`config.mk`:
```
export PLATFORM = sky130hd
export DESIGN_NAME = dcdc_hw_controller
export DESIGN_NICKNAME = d
export VERILOG_FILES = /design/src/dcdc_pkg.sv /design/src/pin_sync3.sv /design/src/dcdc_hw_controller.sv
export VERILOG_INCLUDE_DIRS = /design/src
export SDC_FILE = /design/constraint.sdc
export NUM_CORES = 1
export LEC_CHECK = 0
export ABC_AREA = 1
export BUFFER_PORTS_ARGS = -buffer_cell sky130_fd_sc_hd__buf_2
export CAP_MARGIN = 20
export CORE_ASPECT_RATIO = 1.75
export CORE_MARGIN = 1
export CORE_UTILIZATION = 40
export DETAILED_ROUTE_END_ITERATION = 16
export GPL_TIMING_DRIVEN = 0
export SETUP_SLACK_MARGIN = 0.5
export SKIP_LAST_GASP = 1
export SYNTH_ARGS = -nofsm -noshare
export SYNTH_HDL_FRONTEND = slang
export SYNTH_SLANG_ARGS = --single-unit
```
`constraint.sdc`:
```
create_clock -name mclk -period 20.7 [get_ports mclk]
set_input_delay 1.035 -clock mclk [delete_from_list [all_inputs] [get_ports mclk]]
set_output_delay 1.035 -clock mclk [all_outputs]
set_load 0.005 [all_outputs]
```
`src/dcdc_params.svh`:
```
// register map, field positions, reset values and timing constants of the converter control
`ifndef DCDC_PARAMS_SVH
`define DCDC_PARAMS_SVH
`define CTRL_ADDR 32'h5000_0080
`define STAT_ADDR 32'h5000_0084
`define CTRL_RESET 16'h84a2
`define CEIL_HI 15
`define CEIL_LO 12
`define FLOOR_HI 11
`define FLOOR_LO 8
`define CLRCNT_HI 7
`define CLRCNT_LO 6
`define TMO_HI 5
`define TMO_LO 3
`define DIV_HI 2
`define DIV_LO 1
`define ENABLE_BIT 0
`define CEIL_RESET 4'h8
`define FLOOR_RESET 4'h4
`define STAT_GOOD_BIT 0
`define STAT_LIMIT_HI 7
`define STAT_LIMIT_LO 4
`define STAT_STATE_HI 10
`define STAT_STATE_LO 8
`define STAT_NOK_HI 15
`define STAT_NOK_LO 12
`define CLK_PERIOD_NS 20
`define TMO_STEP_NS 250
`define DIV_BASE_MASK 5'h03
`endif

```
`src/dcdc_pkg.sv`:
```
// types shared by the converter control files
`default_nettype none
package dcdc_pkg;
  typedef enum logic [2:0] {
    IDLE = 3'b001,
    CHARGE = 3'b010,
    DISCHARGE = 3'b100
  } phase_t;
  typedef logic [3:0] limit_t;
endpackage
`default_nettype wire

```
`src/pin_sync3.sv`:
```
// three-stage synchroniser with agreement filter for the analogue comparator inputs
`timescale 1ns/10ps
`default_nettype none
module pin_sync3 (
  input wire logic mclk,
  input wire logic resetn,
  input wire logic [2:0] rawIn,
  output logic [2:0] cleanOut
);
  logic [2:0] stage1;
  logic [2:0] stage2;
  logic [2:0] stage3;
  logic [2:0] next_cleanOut;

  // a change counts only once the second and third stages agree
  always_comb begin
    next_cleanOut = cleanOut;
    for (int i = 0; i < 3; i++) begin
      if (stage2[i] == stage3[i]) begin
        next_cleanOut[i] = stage3[i];
      end
    end
  end

  always_ff @(posedge mclk or negedge resetn) begin
    if (!resetn) begin
      stage1 <= 3'h0;
      stage2 <= 3'h0;
      stage3 <= 3'h0;
      cleanOut <= 3'h0;
    end else begin
      stage1 <= rawIn;
      stage2 <= stage1;
      stage3 <= stage2;
      cleanOut <= next_cleanOut;
    end
  end
endmodule // pin_sync3
`default_nettype wire

```
`src/dcdc_hw_controller.sv`:
```
// buck/boost converter control: apb register, switching phases, peak limit and output-good
// Operation
// - a 4-bit peak-current ceiling code n means 6 mA times (n+1) and resets to code 8.
// - a 4-bit peak-current floor code with the same steps resets to code 4.
// - while enabled, output-good clears only after 2, 4, 8 or 15 consecutive not-ok events, code reset 2 (8 events).
// - a switch on longer than the 3-bit timeout (0.25 us steps, 0 off) ends its phase.
// - while idle the output is sampled at the clock divided by 4, 8, 16 or 32, reset 8.
// - enable at 0 keeps the converter off, at 1 puts it under hardware control.
//
// The APB interface to the registers was left to the implementer.
`timescale 1ns/10ps
`default_nettype none
`include "dcdc_params.svh"
module dcdc_hw_controller (
  input wire logic mclk,
  input wire logic resetn,
  input wire logic psel,
  input wire logic penable,
  input wire logic pwrite,
  input wire logic [31:0] paddr,
  input wire logic [31:0] pwdata,
  output logic [31:0] prdata,
  output logic pready,
  output logic pslverr,
  input wire logic outputLowRaw,
  input wire logic peakReachedRaw,
  input wire logic zeroCurrentRaw,
  output logic chargeSwitch,
  output logic dischargeSwitch,
  output dcdc_pkg::limit_t limitCode,
  output logic outputGood
);
  import dcdc_pkg::*;

  ////////////////////////////////////////////////////////////////////////////////
  function automatic logic [6:0] timeoutCycles(input logic [2:0] code);
    timeoutCycles = 7'((32'(code) * `TMO_STEP_NS) / `CLK_PERIOD_NS);
  endfunction

  function automatic logic [3:0] clearThreshold(input logic [1:0] code);
    case (code)
      2'h0: clearThreshold = 4'h2;
      2'h1: clearThreshold = 4'h4;
      2'h2: clearThreshold = 4'h8;
      default: clearThreshold = 4'hf;
    endcase
  endfunction

  function automatic limit_t clampLimit(input limit_t v, input limit_t lo, input limit_t hi);
    limit_t t;
    t = (v < lo) ? lo : v;
    clampLimit = (t > hi) ? hi : t;
  endfunction

  ////////////////////////////////////////////////////////////////////////////////
  logic [2:0] cleanIn;
  logic outputLow;
  logic peakReached;
  logic zeroCurrent;

  pin_sync3 u_sync (
    .mclk(mclk),
    .resetn(resetn),
    .rawIn({zeroCurrentRaw, peakReachedRaw, outputLowRaw}),
    .cleanOut(cleanIn)
  );
  assign outputLow = cleanIn[0];
  assign peakReached = cleanIn[1];
  assign zeroCurrent = cleanIn[2];

  ////////////////////////////////////////////////////////////////////////////////
  logic [15:0] ctrl;
  logic [15:0] next_ctrl;
  logic [31:0] next_prdata;
  logic next_pready;
  logic next_pslverr;
  logic ctrlHit;
  logic statHit;
  logic access;
  logic [31:0] statWord;
  phase_t phase;
  logic [3:0] nokCount;

  assign ctrlHit = (paddr == `CTRL_ADDR);
  assign statHit = (paddr == `STAT_ADDR);
  // one wait state keeps prdata and pready straight from flops
  assign access = psel && penable && !pready;

  always_comb begin
    statWord = 32'h0;
    statWord[`STAT_GOOD_BIT] = outputGood;
    statWord[`STAT_LIMIT_HI:`STAT_LIMIT_LO] = limitCode;
    statWord[`STAT_STATE_HI:`STAT_STATE_LO] = phase;
    statWord[`STAT_NOK_HI:`STAT_NOK_LO] = nokCount;
  end

  always_comb begin
    next_ctrl = ctrl;
    next_prdata = 32'h0;
    next_pready = 1'b0;
    next_pslverr = 1'b0;
    if (access) begin
      next_pready = 1'b1;
      next_pslverr = !(ctrlHit || statHit);
      if (pwrite && ctrlHit) begin
        next_ctrl = pwdata[15:0];
      end
      if (!pwrite && ctrlHit) begin
        next_prdata = {16'h0, ctrl};
      end
      if (!pwrite && statHit) begin
        next_prdata = statWord;
      end
    end
  end

  always_ff @(posedge mclk or negedge resetn) begin
    if (!resetn) begin
      ctrl <= `CTRL_RESET;
      prdata <= 32'h0;
      pready <= 1'b0;
      pslverr <= 1'b0;
    end else begin
      ctrl <= next_ctrl;
      prdata <= next_prdata;
      pready <= next_pready;
      pslverr <= next_pslverr;
    end
  end

  ////////////////////////////////////////////////////////////////////////////////
  limit_t ceilCode;
  limit_t floorCode;
  logic [2:0] tmoCode;
  logic enable;
  logic [4:0] divMask;
  logic [1:0] divCode;
  logic [4:0] divCnt;
  logic [4:0] next_divCnt;
  logic sampleTick;
  logic [6:0] onCount;
  logic [6:0] next_onCount;
  logic timedOut;
  phase_t next_phase;
  logic [3:0] next_nokCount;
  logic next_outputGood;
  limit_t next_limitCode;
  limit_t rawLimit;

  assign ceilCode = ctrl[`CEIL_HI:`CEIL_LO];
  assign floorCode = ctrl[`FLOOR_HI:`FLOOR_LO];
  assign tmoCode = ctrl[`TMO_HI:`TMO_LO];
  assign enable = ctrl[`ENABLE_BIT];
  assign divCode = ctrl[`DIV_HI:`DIV_LO];
  // each code step opens the next higher bit above the base, so the mask stays a run of ones
  assign divMask = `DIV_BASE_MASK |
    {divCode == 2'h3, divCode >= 2'h2, divCode != 2'h0, 2'h0};
  assign sampleTick = (phase == IDLE) && enable && ((divCnt & divMask) == divMask);
  assign timedOut = (tmoCode != 3'h0) && (onCount >= timeoutCycles(tmoCode));

  always_comb begin
    next_divCnt = (phase == IDLE && enable) ? 5'(divCnt + 5'h1) : 5'h0;
    next_phase = phase;
    next_onCount = 7'(onCount + 7'h1);
    next_nokCount = nokCount;
    next_outputGood = outputGood;
    rawLimit = limitCode;
    case (phase)
      IDLE: begin
        next_onCount = 7'h0;
        if (sampleTick && outputLow) begin
          next_phase = CHARGE;
          rawLimit = (limitCode == 4'hf) ? limitCode : 4'(limitCode + 4'h1);
          next_nokCount = (nokCount == 4'hf) ? nokCount : 4'(nokCount + 4'h1);
          if (4'(nokCount + 4'h1) >= clearThreshold(ctrl[`CLRCNT_HI:`CLRCNT_LO])) begin
            next_outputGood = 1'b0;
          end
        end else if (sampleTick) begin
          next_nokCount = 4'h0;
          next_outputGood = 1'b1;
          rawLimit = (limitCode == 4'h0) ? limitCode : 4'(limitCode - 4'h1);
        end
      end
      CHARGE: begin
        if (peakReached || timedOut) begin
          next_phase = DISCHARGE;
          next_onCount = 7'h0;
          if (!peakReached) begin
            // the peak was never met, so a lower limit suits this load
            rawLimit = (limitCode == 4'h0) ? limitCode : 4'(limitCode - 4'h1);
          end
        end
      end
      DISCHARGE: begin
        if (zeroCurrent || timedOut) begin
          next_phase = IDLE;
          next_onCount = 7'h0;
        end
      end
      default: begin
        next_phase = IDLE;
        next_onCount = 7'h0;
      end
    endcase
    if (!enable) begin
      next_phase = IDLE;
      next_onCount = 7'h0;
      next_nokCount = 4'h0;
      next_outputGood = 1'b0;
    end
    next_limitCode = clampLimit(rawLimit, floorCode, ceilCode);
  end

  always_ff @(posedge mclk or negedge resetn) begin
    if (!resetn) begin
      phase <= IDLE;
      divCnt <= 5'h0;
      onCount <= 7'h0;
      nokCount <= 4'h0;
      outputGood <= 1'b0;
      limitCode <= `FLOOR_RESET;
      chargeSwitch <= 1'b0;
      dischargeSwitch <= 1'b0;
    end else begin
      phase <= next_phase;
      divCnt <= next_divCnt;
      onCount <= next_onCount;
      nokCount <= next_nokCount;
      outputGood <= next_outputGood;
      limitCode <= next_limitCode;
      chargeSwitch <= (next_phase == CHARGE);
      dischargeSwitch <= (next_phase == DISCHARGE);
    end
  end
endmodule // dcdc_hw_controller
`default_nettype wire

```
* Yosys cells after proc, flatten, opt, wreduce, memory -nomap -nowiden
Index checks and enable logic that the tools add are counted.
** Word-level totals
- Output and inout bits :: 41
- ROM bits :: 0
- Word-level logic and storage cells :: 110
- Bits of input ports :: 72
- Register bits :: 88
- Memory bits (writable) :: 0
- Memories :: 0
- Bits in latches :: 0
** Cells by class
- Multiply operators :: 1
- Shift-type cells :: 0
- Add/sub/neg operators :: 5
- Divide/modulo/power cells :: 1
- Magnitude comparators :: 5
- Bitwise operators :: 1
- Equal/unequal tests :: 20
- Reduce and logical (&&, ||, !) cells :: 22
- Multiplexer cells :: 37
** Operators by type and width (count)
- $eq A32 B31 Y1 const B :: 2
- $mux W32 :: 2
- $mux W4 :: 15
- $div A11 B5 Y32 const B :: 1
- $mux W7 :: 3
- $mux W16 :: 1
- $pmux W7 S2 :: 1
- $mux W3 :: 4
- $pmux W4 S3 :: 1
- $mul A3 B7 Y10 const B :: 1
- $logic_and A1 B1 Y1 :: 9
- $pmux W3 S3 :: 1
- $add A4 B1 Y4 const B :: 2
- $eq A4 B4 Y1 const B :: 2
- $pmux W4 S2 :: 1
- $add A7 B1 Y7 const B :: 1
- $ge A7 B7 Y1 :: 1
- $mux W1 :: 7
- $eq A3 B2 Y1 const B :: 2
- $eq A3 B3 Y1 const B :: 2
- $reduce_and A3 Y1 :: 2
- $add A5 B1 Y5 const B :: 1
- $and A5 B5 Y5 :: 1
- $eq A5 B5 Y1 :: 1
- other kinds (21) :: 28

* Longest topological paths before layout
- Depth in word-level cells :: 12
- Gate-level depth with buffers :: 67
- Gate-level depth less buffers :: 67

* Hierarchy
From an unflattened synthesis, not the netlist that was laid out.
** Second synthesis, totals
- Cell total of the unflattened synthesis :: 814
- Area, all modules :: 5958.2 um^2
** Modules (own cells, without submodules)
- dcdc_hw_controller :: cells each 790, seq. area each 1510.2 um^2, area each 5609.1 um^2, times used 1
- pin_sync3 :: cells each 24, seq. area each 300.3 um^2, area each 349.1 um^2, times used 1

* Worst setup path after synthesis
Ideal clock, no wire load.
- Path kind :: register to register
- Start :: register ctrl[4]
- End :: register limitCode[1]
- Cell stages (with the launch flop) :: 55
- Slack :: 12290 ps
- Arrival :: 8272 ps
- Data required time :: 20562 ps
- Buffers on the path :: 1
- Setup time :: 138 ps
- Clock period less this slack :: 8410 ps
- Path through :: dfrtp_1 fa_1 inv_1 fa_1 inv_1 fa_1 nor2_1 nand3_1 nand2_1 inv_1 nand2_4 ha_1 o21ai_2 nand2_1 a21oi_4 nand2_4 nand2_1 nand3_2 [... 19 more ...] o21ai_0 o21ai_0 o311ai_0 o21ai_0 nor2_1 o211ai_1 a22oi_1 ha_1 o21ai_0 inv_1 o211ai_1 nand2_1 o21ai_0 ha_1 a21oi_1 o21ai_0 o21ai_1 o21ai_0
** On the way
- Cells in the longest elaborated chain, start to end :: 11
- Elaborated cells on any way between the ends :: 12
- Those cells by class :: mul: 1; div: 1; order compare: 3; mux: 4; reduce/logical: 3
** Ends and longest elaborated chain
- start, declared :: RTL line dcdc_hw_controller.sv:72 : logic [15:0] ctrl;
- start signal, assigned :: RTL line dcdc_hw_controller.sv:119 : ctrl <= `CTRL_RESET;
- start signal, assigned :: RTL line dcdc_hw_controller.sv:124 : ctrl <= next_ctrl;
- $mul A3 B7 Y10 (no line)
- $div A11 B5 Y32 (no line)
- $ge A7 B7 Y1 :: RTL line dcdc_hw_controller.sv:159 : assign timedOut = (tmoCode != 3'h0) && (onCount >= timeoutCycles(tmoCode));
- $logic_and A1 B1 Y1 (*) :: RTL line dcdc_hw_controller.sv:159
- $logic_or A1 B1 Y1 (*) :: RTL line dcdc_hw_controller.sv:185 : if (peakReached || timedOut) begin
- $mux W4 (*) :: RTL line dcdc_hw_controller.sv:185
- $pmux W4 S2 (*) :: RTL line dcdc_hw_controller.sv:168 : case (phase)
- $lt A4 B4 Y1 :: RTL line dcdc_hw_controller.sv:51 : t = (v < lo) ? lo : v;
- $mux W4 (*) :: RTL line dcdc_hw_controller.sv:51
- $gt A4 B4 Y1 :: RTL line dcdc_hw_controller.sv:52 : clampLimit = (t > hi) ? hi : t;
- $mux W4 (*) :: RTL line dcdc_hw_controller.sv:52
- net next_limitCode[1] :: RTL line dcdc_hw_controller.sv:147 : limit_t next_limitCode;
- end signal, assigned :: RTL line dcdc_hw_controller.sv:221 : limitCode <= `FLOOR_RESET;
- end signal, assigned :: RTL line dcdc_hw_controller.sv:230 : limitCode <= next_limitCode;
- end, declared :: RTL line dcdc_hw_controller.sv:30 : output dcdc_pkg::limit_t limitCode,
The timed path passes the listed nets; every way through them passes the cells marked *.
A chain may end at the register's enable or synchronous reset.

* Worst setup path in the final report
- Start :: register ctrl[4]
- End :: register limitCode[3]
Same word-level chain as after synthesis.

==> summary.txt <==
Floorplanning
  • Die X: 94.70 µm
  • Starting Density: 40.74%
  • Core ar.: 0.01476 mm²
  • IO Count: 113
  • Die area: 0.01555 mm²
  • Vert. Die Dim: 164.2 µm
  • Rows: 59

Clocking
  • Inserted Clock Buffers: 9
  • Post-cts hold buffer count: 0
  • CTS max path bufs: 2
  • Post-CTS sizing: 0
  • Post-CTS Setup Inserts: 0
  • H-tree levels: 3
  • Root Buffer: clkbuf_16
  • Clock sink count: 72
  • CTS tree: done
  • CTS clk-pin slew, worst paths: 0.06 ns
  • Clock latency on the worst-skew pair: 0.34 ns

Worst setup path
  • Critical path class: flip-flop to flip-flop
  • Slowest stage delay, CP: 0.62 ns
  • R2R Path End: limitCode[3]
  • CP delay by family, top: simple AND/OR/NAND/NOR gates
  • Most common cell on crit path: nand2_1
  • Worst EP required: 20.96 ns
  • Critical path launch point type: flip-flop
  • Bufs and invs on worst path: 8
  • Worst Path Arrival: 10.71 ns
  • Kind of end point of the critical path: flip-flop
  • R2R cell count: 58
  • Critical Path Stages: 58
  • Launch point of the worst reg-to-reg path: ctrl[4]
  • Slowest cell on the critical path: dfrtp_1
  • R2R setup slack: 10.25 ns
  • CP max FO: 12

Global route
  • Pin count of the biggest net entering global routing: 73
  • First-pass GRT wire length: 25450 µm
  • Number of global-route vias before repair: 5478
  • GRT Resource Usage Total: 21.52%
  • Grt total ovfl: 0
  • Initial antenna violation count: 0

STA
  • Tmin final: 10.45 ns
  • Unrepaired setup endpoints after global routing: no
  • Final Hold Viols: 0
  • Setup TNS: 0 ns
  • Hold Worst Slack: 0.3483 ns
  • Tightest Pin Transition: 0.8995 ns
  • Final Max Tran Viols: 0
  • Max Fclk: 0.09568 GHz
  • Period utilization: 50.49%
  • Endpoints failing setup: 0
  • Clock skew: 0.004130 ns
  • Max-slew headroom: 40.03%

Placed design
  • Dpl hpwl: 12950 µm
  • Final GP Congestion: 0.9646
  • Number of buffers added on ports: 80

Synth
  • Yosys warns: 0
  • Register area share after synthesis: 30.10%
  • Synth area leader: dfrtp_1
  • Syn Inst Count: 802
  • Top FF cell, synth: dfrtp_1
  • Syn_area_per_cell: 7.499 µm²
  • Top post-synthesis cells by area: dfrtp_1, nand2_1, ha_1, inv_1, nand3_1
  • Mapped cell area: 0.006015 mm²
  • Synth cell types: 51
  • Ys async rst share: 100.0%
  • Seq cells post-synth: 72
  • Number of synthesized flops with an enable pin: 0
  • Yosys top cell area share: 27.04%

Routing
  • Routed vias: 5471
  • Pre-Repair DR Iteration Count: 4
  • Remaining DRCs: 0
  • ANT nets after route: 0
  • DR WL/cell: 14.35 µm
  • First DRT Iteration DRCs: 156
  • Vias per cell: 4.992
  • Total wire length: 15730 µm

Hold path
  • Hold Crit Class: flip-flop to flip-flop
  • Worst hold start: u_sync.stage1[2]
  • Worst Hold End: u_sync.stage2[2]
  • Min-Delay Path Depth: 0

Finish
  • Inserted Diodes: 0
  • Nets@finish: 1025
  • Area added between synthesis and finish: 17.04%
  • Layout cells sized above 1: 21.69%
  • Post-Route Utilization: 47.68%

Job
  • Max_cap viols: 0

Pwr
  • PwrDens: 47.43 mW/mm²
  • Final Power: 333.8 µW
  • Static Leakage: 3.751 nW
  • Peak supply drop: 0.00009982 V

Outcome
  • Status: completed
[cells by family after synthesis]
logic type / share of synthesized area, %
XOR/XNOR: 2.621
other: 0.06235
buffers and inverters: 10.88
AND/OR/NAND/NOR: 31.56
AO/OA/AOI/OAI: 11.42
flip-flops: 30.10
adder cells (fa/ha/maj): 10.36
multiplexers: 2.996
[cell usage after synthesis (11+ instances only)]
master   number
buf_4        16
nand3_1      69
nor3_1       16
nand2_1     157
nand2_2      16
inv_1       122
mux2_2       16
o21ai_0      34
nor2_1       70
nand4_1      13
dfrtp_1      65
ha_1         41
a21oi_1      22
xor2_1       13
o22ai_1      11
[worst max-delay path by stage]
stage                     startpoint            to  slack (ns)
after floorplan              ctrl[4]  limitCode[1]       12.29
after global placement       ctrl[4]  limitCode[3]       10.30
after detailed placement     ctrl[4]  limitCode[3]       10.19
after CTS                    ctrl[4]  limitCode[3]       10.15
after global routing         ctrl[4]  limitCode[3]        9.07
final                        ctrl[4]  limitCode[3]       10.25
[per-stage QoR]
| stage | area (µm²) | setup slack (ns) | cells |
|---|---|---|---|
| floorplan | 6071 | 12.29 | 817 |
| global placement | 6700 | 10.30 | 1080 |
| detailed placement | 6703 | 10.19 | 1080 |
| global route | 7039 | 9.069 | 1096 |
| finish | 7039 | 10.25 | 1096 |
| CTS | 7039 | 10.15 | 1096 |
[registers in the layout, summed over array words and instances, names as in the netlist]
signal           count
chargeSwitch         1
ctrl                16
dischargeSwitch      1
divCnt               5
limitCode            4
nokCount             4
onCount              7
outputGood           1
phase                3
prdata              16
pready               1
pslverr              1
u_sync.cleanOut      3
u_sync.stage1        3
u_sync.stage2        3
u_sync.stage3        3
[power by group]
group	leakage, nW	switching, mW	internal, mW
clock	0.162	0.0588	0.117
sequential	0.951	0.00108	0.143
combinational	2.64	0.00732	0.00685
[cells in the final DEF (no fill, tap or decap), types with 6 or more instances in the layout]
| cell | count |
|---|---|
| inv_2 | 8 |
| conb_1 | 16 |
| mux2_2 | 16 |
| nor2_1 | 70 |
| dfrtp_1 | 65 |
| nand2_4 | 8 |
| nand2_2 | 16 |
| o22ai_1 | 11 |
| clkbuf_16 | 9 |
| dfstp_2 | 7 |
| buf_4 | 17 |
| ha_1 | 41 |
| o21ai_0 | 34 |
| nand3_1 | 69 |
| nand4_1 | 13 |
| inv_1 | 122 |
| a21oi_1 | 22 |
| nand2_1 | 157 |
| xor2_1 | 13 |
| o211ai_1 | 8 |
| buf_2 | 79 |
| nor3_1 | 16 |
| clkbuf_1 | 6 |
| nor4_1 | 6 |
[routing by layer]
| layer | track usage, % | wire length, µm | part of all wire (%) | vias up |
|---|---|---|---|---|
| li1 | - | - | - | 2813 |
| met1 | 19.67 | 5514 | 35 | 2506 |
| met2 | 43.62 | 9141 | 58 | 107 |
| met3 | 2.361 | 313 | 2.0 | 45 |
| met4 | 12.12 | 759 | 4.8 | 0 |
| met5 | 0 | 0 | 0 | - |
[cell type report]
class	instances	area, µm²
Clock buffer	10	229.0
Multi-Input combinational cell	591	3606
Inverter	131	493.0
Timing Repair Buffer	80	402.9
Buffer	23	161.4
Tap cell	183	229.0
Sequential cell	72	1810
Fill cell	1532	7725
Clock inverter	6	107.6
Note: power is estimated with default switching activity, not from simulation.
